$ cat config.mk
export PLATFORM = sky130hd
export DESIGN_NAME = gpio_port_top
export DESIGN_NICKNAME = d
export VERILOG_FILES = /design/src/gpio_pkg.sv /design/src/gpio_port_top.sv /design/src/gpio_pad_drive.sv
export SDC_FILE = /design/constraint.sdc
export NUM_CORES = 1
export LEC_CHECK = 0
export BUFFER_PORTS_ARGS = -buffer_cell sky130_fd_sc_hd__buf_2
export CAP_MARGIN = 20
export CORE_MARGIN = 3
export CORE_UTILIZATION = 30
export CTS_BUF_LIST = sky130_fd_sc_hd__clkbuf_8
export DETAILED_ROUTE_END_ITERATION = 6
export PLACE_DENSITY = 0.56
export SYNTH_ARGS = -nofsm -noshare
export SYNTH_HDL_FRONTEND = slang
export SYNTH_HIERARCHICAL = 1
export SYNTH_SLANG_ARGS = --single-unit
$ cat constraint.sdc
create_clock -name i_sys_clk -period 3.64 [get_ports i_sys_clk]
set_input_delay 0.728 -clock i_sys_clk [delete_from_list [all_inputs] [get_ports i_sys_clk]]
set_output_delay 0.728 -clock i_sys_clk [all_outputs]
set_load 0.05 [all_outputs]
$ cat src/gpio_pkg.sv
// Behaviour
// input-mode bit reads back the sampled pin level.
// input-mode write loads only the latch; pin stays undriven.
// output-mode write loads the latch; pin driven from latch.
// output-mode read returns latch, or peripheral output on peripheral-readback ports.
// direction register selects input or output for each bit of the port separately.
// open-drain output with latch one releases the pin (high impedance).
// direction registers are write-only; reads give no valid value.
// pull-up only in input mode, gated by pull-up and segment-disable registers.
// after reset every pin stays input until direction is written.
// bit operation writes sampled pin level back into unnamed input bits.
// bit operation writes peripheral output back into unnamed output bits there.
// direction bit zero is input, one is output; resets to zero.
package gpio_pkg;
    localparam int NUM_PORTS = 4;
    localparam int PORT_W = 8;
    localparam int ADDR_W = 8;
    localparam int SEL_W = 2;
    localparam int SEL_LSB = 3;
    localparam int OFS_W = 3;
    localparam int BIDX_W = 3;
    localparam int BIDX_LSB = 0;
    localparam logic [ADDR_W-1:0] PORT_WIN_TOP = 8'h20;
    localparam logic [OFS_W-1:0] OFS_DATA = 3'h0;
    localparam logic [OFS_W-1:0] OFS_DIR = 3'h1;
    localparam logic [OFS_W-1:0] OFS_BSET = 3'h2;
    localparam logic [OFS_W-1:0] OFS_BCLR = 3'h3;
    localparam logic [OFS_W-1:0] OFS_BTGL = 3'h4;
    localparam logic [OFS_W-1:0] OFS_PINS = 3'h5;
    localparam logic [ADDR_W-1:0] ADDR_PULL = 8'h20;
    localparam logic [ADDR_W-1:0] ADDR_SEGDIS = 8'h21;
    localparam logic [PORT_W-1:0] LATCH_RST = 8'h00;
    localparam logic [PORT_W-1:0] DIR_RST = 8'h00;
    localparam logic [PORT_W-1:0] PULL_RST = 8'h00;
    localparam logic [PORT_W-1:0] SEGDIS_RST = 8'h00;
    localparam logic [PORT_W-1:0] READ_ZERO = 8'h00;
    localparam logic [NUM_PORTS-1:0] PORT_OD = 4'h4;
    localparam logic [NUM_PORTS-1:0] PORT_PERIPH_RD = 4'h2;

    typedef logic [PORT_W-1:0] byte_t;
    typedef logic [NUM_PORTS-1:0][PORT_W-1:0] port_bus_t;

    typedef struct packed {
        byte_t out;
        byte_t oe;
        byte_t pu;
    } pad_drive_t;

    typedef enum logic [5:0] {
        OP_NONE = 6'b000001,
        OP_STORE = 6'b000010,
        OP_DIR = 6'b000100,
        OP_BSET = 6'b001000,
        OP_BCLR = 6'b010000,
        OP_BTGL = 6'b100000
    } op_t;
endpackage : gpio_pkg

$ cat src/gpio_port_top.sv
// The address map and the strobed register port were decided locally.
module gpio_port_top
    import gpio_pkg::*;
(
    input wire logic i_sys_clk,
    input wire logic i_sys_rst,
    input wire logic [ADDR_W-1:0] i_addr,
    input wire byte_t i_wdata,
    input wire logic i_wr,
    input wire logic i_rd,
    output byte_t o_rdata,
    input wire port_bus_t i_pin_in,
    input wire port_bus_t i_periph_out,
    output port_bus_t o_pin_out,
    output port_bus_t o_pin_oe,
    output port_bus_t o_pull_en
);
    port_bus_t latch_reg;
    port_bus_t dir_reg;
    byte_t pull_reg;
    byte_t segdis_reg;
    byte_t rdata_reg;
    byte_t rdata_next;
    op_t wr_op;
    logic [SEL_W-1:0] sel;
    logic [OFS_W-1:0] ofs;
    logic in_port_win;
    pad_drive_t drive [NUM_PORTS];

    function automatic logic [SEL_W-1:0] port_sel(input logic [ADDR_W-1:0] a);
        port_sel = a[SEL_LSB +: SEL_W];
    endfunction : port_sel

    function automatic logic [OFS_W-1:0] port_ofs(input logic [ADDR_W-1:0] a);
        port_ofs = a[OFS_W-1:0];
    endfunction : port_ofs

    // what the port register shows to a read, bit by bit
    function automatic byte_t port_view(
        input byte_t latch,
        input byte_t dir,
        input byte_t pin,
        input byte_t periph,
        input logic periph_rd
    );
        byte_t out_side;
        out_side = periph_rd ? periph : latch;
        port_view = (dir & out_side) | (~dir & pin);
    endfunction : port_view

    function automatic byte_t bit_mask(input byte_t wdata);
        bit_mask = byte_t'(8'h01) << wdata[BIDX_LSB +: BIDX_W];
    endfunction : bit_mask

    // bit operations are internal read-modify-write cycles: unnamed bits
    // take whatever the read returned, so they may change
    function automatic byte_t bit_op(input op_t op, input byte_t view, input byte_t mask);
        case (op)
            OP_BSET: bit_op = view | mask;
            OP_BCLR: bit_op = view & ~mask;
            OP_BTGL: bit_op = view ^ mask;
            default: bit_op = view;
        endcase
    endfunction : bit_op

    assign sel = port_sel(i_addr);
    assign ofs = port_ofs(i_addr);
    assign in_port_win = (i_addr < PORT_WIN_TOP);

    always_comb begin
        wr_op = OP_NONE;
        if (i_wr && in_port_win) begin
            case (ofs)
                OFS_DATA: wr_op = OP_STORE;
                OFS_DIR: wr_op = OP_DIR;
                OFS_BSET: wr_op = OP_BSET;
                OFS_BCLR: wr_op = OP_BCLR;
                OFS_BTGL: wr_op = OP_BTGL;
                default: wr_op = OP_NONE;
            endcase
        end
    end

    // port latches: a store loads the latch in either mode
    always_ff @(posedge i_sys_clk or posedge i_sys_rst) begin
        if (i_sys_rst) begin
            for (int p = 0; p < NUM_PORTS; p++) begin
                latch_reg[p] <= LATCH_RST;
            end
        end else begin
            for (int p = 0; p < NUM_PORTS; p++) begin
                if (sel == SEL_W'(p)) begin
                    case (wr_op)
                        OP_STORE: latch_reg[p] <= i_wdata;
                        OP_BSET, OP_BCLR, OP_BTGL: begin
                            latch_reg[p] <= bit_op(wr_op,
                                port_view(latch_reg[p], dir_reg[p], i_pin_in[p],
                                    i_periph_out[p], PORT_PERIPH_RD[p]),
                                bit_mask(i_wdata));
                        end
                        default: latch_reg[p] <= latch_reg[p];
                    endcase
                end
            end
        end
    end

    // direction registers: plain stores only, no bit operations on them
    always_ff @(posedge i_sys_clk or posedge i_sys_rst) begin
        if (i_sys_rst) begin
            for (int p = 0; p < NUM_PORTS; p++) begin
                dir_reg[p] <= DIR_RST;
            end
        end else begin
            for (int p = 0; p < NUM_PORTS; p++) begin
                if (wr_op == OP_DIR && sel == SEL_W'(p)) begin
                    dir_reg[p] <= i_wdata;
                end
            end
        end
    end

    always_ff @(posedge i_sys_clk or posedge i_sys_rst) begin
        if (i_sys_rst) begin
            pull_reg <= PULL_RST;
        end else if (i_wr && i_addr == ADDR_PULL) begin
            pull_reg <= i_wdata;
        end
    end

    always_ff @(posedge i_sys_clk or posedge i_sys_rst) begin
        if (i_sys_rst) begin
            segdis_reg <= SEGDIS_RST;
        end else if (i_wr && i_addr == ADDR_SEGDIS) begin
            segdis_reg <= i_wdata;
        end
    end

    always_comb begin
        rdata_next = READ_ZERO;
        if (i_rd) begin
            if (in_port_win) begin
                case (ofs)
                    OFS_DATA: rdata_next = port_view(latch_reg[sel], dir_reg[sel],
                        i_pin_in[sel], i_periph_out[sel], PORT_PERIPH_RD[sel]);
                    OFS_PINS: rdata_next = i_pin_in[sel];
                    // direction reads as zero; software must not rely on it
                    OFS_DIR: rdata_next = READ_ZERO;
                    default: rdata_next = READ_ZERO;
                endcase
            end else if (i_addr == ADDR_PULL) begin
                rdata_next = pull_reg;
            end else if (i_addr == ADDR_SEGDIS) begin
                rdata_next = segdis_reg;
            end
        end
    end

    // read data stand for exactly the one cycle after the strobe
    always_ff @(posedge i_sys_clk or posedge i_sys_rst) begin
        if (i_sys_rst) begin
            rdata_reg <= READ_ZERO;
        end else begin
            rdata_reg <= rdata_next;
        end
    end

    assign o_rdata = rdata_reg;

    for (genvar g = 0; g < NUM_PORTS; g++) begin : g_pad
        gpio_pad_drive u_pad (
            .i_sys_clk(i_sys_clk),
            .i_sys_rst(i_sys_rst),
            .i_latch(latch_reg[g]),
            .i_dir(dir_reg[g]),
            .i_open_drain(PORT_OD[g]),
            .i_pull_sel(pull_reg[g]),
            .i_seg_disable(segdis_reg[g]),
            .o_drive(drive[g])
        );
        assign o_pin_out[g] = drive[g].out;
        assign o_pin_oe[g] = drive[g].oe;
        assign o_pull_en[g] = drive[g].pu;
    end
endmodule : gpio_port_top

$ cat src/gpio_pad_drive.sv
module gpio_pad_drive
    import gpio_pkg::*;
(
    input wire logic i_sys_clk,
    input wire logic i_sys_rst,
    input wire byte_t i_latch,
    input wire byte_t i_dir,
    input wire logic i_open_drain,
    input wire logic i_pull_sel,
    input wire logic i_seg_disable,
    output pad_drive_t o_drive
);
    pad_drive_t drive_next;

    always_comb begin
        drive_next.out = i_open_drain ? READ_ZERO : i_latch;
        // open drain only ever pulls low; a one lets the pin float
        drive_next.oe = i_open_drain ? (i_dir & ~i_latch) : i_dir;
        drive_next.pu = ~i_dir & {PORT_W{i_pull_sel & i_seg_disable}};
    end

    always_ff @(posedge i_sys_clk or posedge i_sys_rst) begin
        if (i_sys_rst) begin
            o_drive <= '0;
        end else begin
            o_drive <= drive_next;
        end
    end
endmodule : gpio_pad_drive

# Word-level counts from Yosys, hierarchy flattened

Cells that the tools add are included.

Order comparisons: 2
Equality and inequality tests: 15
Bitwise operators: 43
Reduce and logical (&&, ||, !) cells: 15
Multiplexer cells: 26
Shifts and indexed selects: 1

Operators with widths:

| kind                                                                  | count |
|---|---|
| 8-bit AND                                                             | 19 |
| 8-bit one-hot mux with 3 select lines                                 | 4 |
| 8-bit one-hot mux with 2 select lines                                 | 5 |
| 8-bit two-way mux                                                     | 9 |
| 8-bit OR                                                              | 9 |
| 8-bit binary-select mux with 2-bit select                             | 4 |
| 8-bit NOT                                                             | 7 |
| 8-bit XOR                                                             | 4 |
| 6-bit one-hot mux with 5 select lines                                 | 1 |
| 8-bit by 6-bit equality test with 1-bit output, second input constant | 2 |
| 8-bit by 6-bit < comparator with 1-bit output, second input constant  | 1 |
| 2-bit AND reduction                                                   | 4 |
| 1-bit by 3-bit << shifter with 8-bit output, first input constant     | 1 |
| 1-bit logical AND                                                     | 7 |
| 3-bit by 2-bit equality test with 1-bit output, second input constant | 2 |
| 3-bit equality test, second input constant                            | 2 |
| 6-bit by 2-bit equality test with 1-bit output, second input constant | 1 |
| 6-bit by 3-bit equality test with 1-bit output, second input constant | 1 |
| 6-bit by 4-bit equality test with 1-bit output, second input constant | 1 |
| 6-bit by 5-bit equality test with 1-bit output, second input constant | 1 |
| 6-bit equality test, second input constant                            | 1 |
| 6-bit two-way mux                                                     | 1 |
| 1-bit AND                                                             | 4 |
| 2-bit equality test, second input constant                            | 2 |
| 9 further kinds                                                       | 9 |

Input port bits: 84
Logic and storage cells: 124
Bits in registers: 176
Output and inout port bits: 104

# Logic depth before layout (Yosys ltp)

Gate-level depths: netlist of the first run.

Word-level depth: 8
Gate-level depth with buffers: 9
Depth with buffers taken out: 7

# Hierarchy

Netlist of the first run, hierarchy kept.

Modules (own cells, without submodules):

| module         | cells each | sequential area each (um2) | instances | area each (um2) |
|---|---|---|---|---|
| gpio_port_top  | 586        | 2202.1                     | 1         | 6259.8 |
| gpio_pad_drive | 50         | 600.6                      | 4         | 835.8 |

# Least setup slack after synthesis of the first run

Ideal clock, no wire load.

Kind: input port to flip-flop
Start: in i_wdata[0]
End: reg latch_reg[31] in the netlist's numbering
Arrival: 2.318 ns
Stages: 8
Path buffers: 2
Setup time: 0.134 ns
Data required time: 3.506 ns
Slack: 1.188 ns
Path through: clkbuf_1 -> clkbuf_1 -> nand3_1 -> ha_1 -> nand2_1 -> o21ai_0 -> a2111oi_0 -> a21oi_1

Cells in the longest elaborated chain, start to end: 5
Elaborated cells on any way between the ends: 7
Classes of those cells: 1 x shift; 2 x mux; 4 x bitwise

Ends and longest elaborated chain:

| item                                            | RTL line             | RTL |
|---|---|---|
| from (decl)                                     | gpio_port_top.sv:8   | `input wire byte_t i_wdata,` |
| 1-bit by 3-bit << shifter with 8-bit output (*) | gpio_port_top.sv:52  | `bit_mask = byte_t'(8'h01) << wdata[BIDX_LSB +: BIDX_W];` |
| 8-bit NOT                                       | gpio_port_top.sv:60  | `OP_BCLR: bit_op = view & ~mask;` |
| 8-bit AND                                       | gpio_port_top.sv:60  |  |
| 8-bit one-hot mux with 3 select lines (*)       | gpio_port_top.sv:58  | `case (op)` |
| 8-bit one-hot mux with 2 select lines (*)       | gpio_port_top.sv:93  | `case (wr_op)` |
| to (signal, indexed assignment)                 | gpio_port_top.sv:94  | `OP_STORE: latch_reg[p] <= i_wdata;` |
| to (signal, indexed assignment)                 | gpio_port_top.sv:96  | `latch_reg[p] <= bit_op(wr_op,` |
| to (signal, indexed assignment)                 | gpio_port_top.sv:101 | `default: latch_reg[p] <= latch_reg[p];` |
| to (decl)                                       | gpio_port_top.sv:18  | `port_bus_t latch_reg;` |

Every way passes the cells marked *; elsewhere a longest branch is shown, timed or not.
A chain may end at the register's enable or synchronous reset.

# Final worst setup path of the first run

Start: in i_addr[3]
End: reg rdata_reg[0], in the netlist o_rdata[0]

Cells in the longest elaborated chain, start to end: 8
Elaborated cells on any way between the ends: 23
Classes of those cells: 1 x order compare; 2 x eq/ne; 16 x mux; 4 x bitwise

Ends and longest elaborated chain:

| item                                                              | RTL line                                 | RTL |
|---|---|---|
| from (decl)                                                       | gpio_port_top.sv:7                       | `input wire logic [ADDR_W-1:0] i_addr,` |
| 8-bit binary-select mux with 2-bit select (tied with other cells) | gpio_port_top.sv:144                     | `OFS_DATA: rdata_next = port_view(latch_reg[sel], dir_reg[sel],` |
| 8-bit two-way mux (not written as such) (tied with other cells)   | gpio_port_top.sv:144                     |  |
| 8-bit two-way mux / 8-bit NOT (equally long branches)             | gpio_port_top.sv:47, gpio_port_top.sv:48 |  |
| 8-bit AND                                                         | gpio_port_top.sv:48                      | `port_view = (dir & out_side) \| (~dir & pin);` |
| 8-bit OR                                                          | gpio_port_top.sv:48                      |  |
| 8-bit one-hot mux with 2 select lines                             | gpio_port_top.sv:143                     | `case (ofs)` |
| 8-bit two-way mux (*)                                             | gpio_port_top.sv:142                     | `if (in_port_win) begin` |
| 8-bit two-way mux (*)                                             | gpio_port_top.sv:141                     | `if (i_rd) begin` |
| via rdata_next[0]                                                 | gpio_port_top.sv:23                      | `byte_t rdata_next;` |
| to (signal assigned)                                              | gpio_port_top.sv:164                     | `rdata_reg <= rdata_next;` |
| to (decl)                                                         | gpio_port_top.sv:22                      | `byte_t rdata_reg;` |

Mark *: on every way through the listed nets, which the timed path passes. The rest lies on a longest branch. The select of a mux whose other input is x is not followed.

==> results_dict.tcl, run 1 <==
set metrics [dict create \
    status "completed" \
    die_w_um 185 \
    ant_nets 0 \
    highest_layer "met4" \
    core_area_sq_um 31100 \
    fin_crit_sh 0.731 \
    drt_wl_total_um 30700 \
    dr_wl_met3_um 2090 \
    reg2reg_slack_ns 1.52 \
    post_drt_wl_per_cell_um 22.3 \
    clock_latency_ns 0.47 \
    grt_pass1_vias 6963 \
    synth_async_sr_flop_share 1.00 \
    cts_buffer_depth 2 \
    fin_skew_ns 0.0233 \
    cts_num_sinks 184 \
    n_antenna_cell 0 \
    ys.flop_type "dfrtp_1" \
    final_area_sq_um 11400 \
    post_dp_cell_area_sq_um 11000 \
    boundaryPins 188 \
    worstMarginPinSlew_ns 0.924 \
    grt_use_total 0.181 \
    finalPower_uw 4630 \
    whs_ns 0.297 \
    max_cap_viol_count 0 \
    synth.cell_area_sq_um 9600 \
    cts_buffers 17 \
    wl_met1_um 13300 \
    vias 7015 \
    crit_start "i_addr[3]" \
    cts_tree "built" \
    powerDensity_nw_per_um2 406 \
    antenna_found_initial 0 \
    area_growth_pct 18.7 \
    postLayoutSetupSlackWorst_ns 0.980 \
    die_y_um 185 \
    fillers 3096 \
    timing.rr.start "dir_reg[24]" \
    clockRootBuffer "clkbuf_8" \
    seq_area_sq_um 4600 \
    post-cts-setup-buffer-count 0 \
    largest_reg_flops 96 \
    grt_setup_unrepaired "false" \
    ys_types 40 \
    place_worst_setup_slack_ns 0.513 \
    synth.top_cell.area_share 0.479 \
    layout-drive-gt1-share 0.359 \
    fmax_mhz 376 \
    via_per_inst 5.10 \
    clk_pin_slew_ns 0.11 \
    required_ns 3.97 \
    peakVddDrop_uv 219 \
    io_buffers 163 \
    grt_overflow 0 \
    yosys-top-cells-area "dfrtp_1, ha_1, mux2_2" \
    wl_met2_um 14600 \
    path_class "primary input to flop" \
    dpl.hpwl_um 22700 \
    drtIter0Drc 581 \
    layout_commonest_cell "dfrtp_1" \
    ys_ff_latch 184 \
    hold_violations 0 \
    grt_pass1_wl_um 45800 \
    slew_violations 0 \
    cellLeakagePower_uw 0.00587 \
    hp-class "primary input to asynchronous set/reset pin" \
    rows 64 \
    first_pass_iters 7 \
    gp_congestion 0.839 \
    end_kind "flop" \
    yosys.area.top_type "dfrtp_1" \
    cts-resized-gates 0 \
    grt_max_degree 55 \
    finalSetupTns_ns 0 \
    synth.avg_cell_area_sq_um 12.2 \
    hold_buffers 0 \
    syn_inst 786 \
    synth-warning-count 6 \
    relSlewSlack 0.383 \
    cp_max_fo 29 \
    nets 1115 \
    drc 0 \
    dieArea_sq_um 34200 \
    final_cell_mix "dfrtp_1, buf_2, mux2_2" \
    synth_edf_count 0 \
    multi_input_area_sq_um 4730 \
    finalSetupViolCount 0 \
    startpoint_type "primary input" \
    cp.arrival_ns 2.99 \
    final.min_clock_period_ns 2.66 \
    ys_seq_area_frac 0.479 \
    start_util 0.309 \
    htree_num_levels 4 \
]
-- power by group --
part           internal [uW]  switching (uW)  total (uW)
registers               2190             206        2400
logic                    313             550         864
clock network            516             848        1360
-- final timing paths --
check                                       endpoint  depth (start not counted)
setup / recovery                          o_rdata[0]                          5
hold / removal             g_pad[3].u_pad/o_drive[7]                          2
max in group asynchronous                 dir_reg[4]                          3
min in group i_sys_clk                 segdis_reg[4]                          1
hold reg to reg                        segdis_reg[4]                          1
setup reg to reg                          o_rdata[0]                          4
-- cell families (layout without fill, tap and decap cells) --
group / count (synthesis) / in the layout / synth area share
buffers and inverters: 88 / 256 / 0.0397
other: 2 / 28 / 0.000782
AND/OR/NAND/NOR: 175 / 175 / 0.108
flip-flops: 184 / 184 / 0.479
multiplexers: 121 / 121 / 0.166
adder cells (fa/ha/maj): 64 / 64 / 0.0834
AO/OA/AOI/OAI: 152 / 152 / 0.123
-- Yosys cell counts, types with 5 or more instances --
master       n
ha_1        64
and3b_1     34
and2b_1     24
mux4_2      24
o21ai_1      6
dfrtp_1    184
buf_1       10
a222oi_1    25
o21ai_0     32
mux2_2      65
mux2i_1     32
nand2_1     44
a22oi_1      7
buf_6        5
buf_2       11
inv_1       39
a21oi_1     24
clkbuf_1    23
a21boi_2    32
a221oi_1     8
a2111oi_0    7
a31oi_1      8
nor2_1      40
-- layer usage --
layer,vias up,GRT usage
met5,-,0
met4,0,0.0492
met3,29,0.0434
met2,265,0.292
met1,3536,0.246
li1,3185,-
-- per-stage QoR --
stage,util,std cells
2_1_floorplan,-,812
3_3_place_gp,0.354,1343
3_5_place_dp,0.354,1343
4_1_cts,0.366,1375
5_1_grt,0.367,1376
6_report,0.367,1376
-- cell type report --
class,count,area share
well taps,396,0.0435
flip-flops and latches,184,0.404
repair buffers,185,0.0911
clock inverters,15,0.0134
multi-input cells,540,0.415
inverters,39,0.0130
clock buffers,17,0.0205
-- worst max-delay path: stages --
cell      delay [ns]
buf_2           0.69
mux4_2          0.62
mux2_2          0.27
a221oi_1        0.56
nor2_1          0.10
Note: power is estimated with default switching activity, not from simulation.
==> run 2: changes to the inputs <==
Clock period 3.64 ns to 2.7 ns, I/O delays scaled along.
==> results_dict.tcl, run 2 (synthesis gave the netlist of run 1 again) <==
set metrics [dict create \
    status "completed" \
    via_per_inst 5.10 \
    area_growth_pct 20.8 \
    peakVddDrop_uv 287 \
    clock_latency_ns 0.49 \
    cts_tree "built" \
    share_comb_of_total_power 0.188 \
    grt_pass1_wl_um 45200 \
    drtIter0Drc 554 \
    cp.arrival_ns 2.44 \
    cts_num_sinks 184 \
    antenna_found_initial 0 \
    crit_buf_inv 1 \
    cts_buffer_depth 2 \
    nets 1137 \
    drc 0 \
    layout_commonest_cell "dfrtp_1" \
    post_drt_wl_per_cell_um 22.1 \
    path_class "flop to flop" \
    end_kind "flop" \
    grt_max_degree 65 \
    cp_cell_sequence "mux2i_1 -> inv_1 -> ha_1 -> nand2_1 -> o21ai_0 -> a222oi_1 -> a21oi_1" \
    grt_pass1_vias 7002 \
    cts-resized-gates 0 \
    hold_violations 0 \
    fin_skew_ns 0.0302 \
    p_int_uw 4200 \
    grt_overflow 0 \
    layout-drive-gt1-share 0.373 \
    largest_reg_flops 96 \
    swShare 0.340 \
    post-cts-setup-buffer-count 0 \
    finalSetupTns_ns 0 \
    cpPeakStageDelay_ns 0.53 \
    grt_setup_unrepaired "false" \
    required_ns 3.04 \
    rows 64 \
    worstMarginPinSlew_ns 0.900 \
    hp-class "primary input to asynchronous set/reset pin" \
    gp_congestion 0.847 \
    fmax_mhz 477 \
    relSlewSlack 0.399 \
    grt_use_total 0.180 \
    final.min_clock_period_ns 2.10 \
    clockRootBuffer "clkbuf_8" \
    start_util 0.309 \
    cp_max_fo 5 \
    finalSetupViolCount 0 \
    post-route-util 0.373 \
    io_buffers 163 \
    max_cap_viol_count 0 \
    vias 7129 \
    startpoint_type "flop" \
    pwr-share-clk 0.303 \
    critPathTopFamily "compound AO/OA/AOI/OAI gates" \
    boundaryPins 188 \
    switchingPower_uw 2160 \
    cts_buffers 17 \
    ant_nets 0 \
    fin_crit_sh 0.777 \
    slew_violations 0 \
    die_y_um 185 \
    use_met3 0.0312 \
    first_pass_iters 6 \
    die_w_um 185 \
    finalPower_uw 6360 \
    dieArea_sq_um 34200 \
    drt_wl_total_um 30900 \
    critPathSlowestCell "dfrtp_1" \
    powerDensity_nw_per_um2 548 \
    core_area_sq_um 31100 \
    met1_usage 0.247 \
    cellLeakagePower_uw 0.00599 \
    p_seq_frac 0.509 \
    htree_num_levels 4 \
    gr-usage-met2 0.290 \
    hold_buffers 0 \
    grt.busiest_layer "met2" \
    clk_pin_slew_ns 0.12 \
    final_cell_mix "dfrtp_1, buf_2, mux2_2" \
    dpl.hpwl_um 22900 \
    n_antenna_cell 0 \
]
-- run 2: routing by layer --
| layer | vias up | part of all wire |
|---|---|---|
| li1 | 3220 | - |
| met1 | 3602 | 0.44 |
| met2 | 275 | 0.47 |
| met3 | 32 | 0.060 |
| met4 | 0 | 0.023 |
| met5 | - | 0 |
-- run 2: cell type report --
type                            count  area [sq um]
Tap cell                          396           495
Sequential cell                   184          4600
Timing Repair Buffer              207          1220
Fill cell                        3086         19500
Clock inverter                     14           153
Inverter                           39           150
Multi-Input combinational cell    540          4730
Clock buffer                       18           248
-- run 2: worst paths after layout --
path | from | cells past startpoint | slack, ns | endpoint
worst min register to register | segdis_reg[4] | 1 | 0.51 | segdis_reg[4]
worst min-delay path | i_sys_rst | 3 | 0.23 | latch_reg[17]
max in group asynchronous | i_sys_rst | 2 | 1.77 | g_pad[2].u_pad/o_drive[5]
worst max register to register | dir_reg[14] | 7 | 0.60 | latch_reg[14]
min in group i_sys_clk | i_wdata[2] | 2 | 0.40 | dir_reg[26]
worst max-delay path | dir_reg[14] | 7 | 0.60 | latch_reg[14]
-- run 2: stage by stage --
step | instances | area [sq um] | setup slack [ns] | hold slack [ns]
6_report | 1398 | 11600 | 0.603 | 0.232
5_1_grt | 1398 | 11600 | 0.564 | 0.229
4_1_cts | 1398 | 11600 | 0.604 | 0.203
3_5_place_dp | 1366 | 11200 | 0.172 | 0.492
3_3_place_gp | 1366 | 11200 | 0.182 | 0.483
2_1_floorplan | 812 | 9700 | 0.436 | 0.474
-- run 2: worst register-to-register path, delay by kind of cell (launching register included) --
kind,cells,cell delay [ns]
mux,1,0.36
compound gates,3,0.73
flops,1,0.53
fa+ha+maj,1,0.20
simple gates,1,0.06
buf+inv,1,0.08
-- run 2: power by group through the flow --
stage / Sequential, uW / Clock [uW] / Combinational [uW]
2_1_floorplan: 3440 / 0 / 573
3_3_place_gp: 3290 / 0 / 1170
3_5_place_dp: 3300 / 0 / 1190
4_1_cts: 3240 / 1990 / 1200
5_1_grt: 3270 / 2110 / 1290
6_report: 3240 / 1930 / 1200
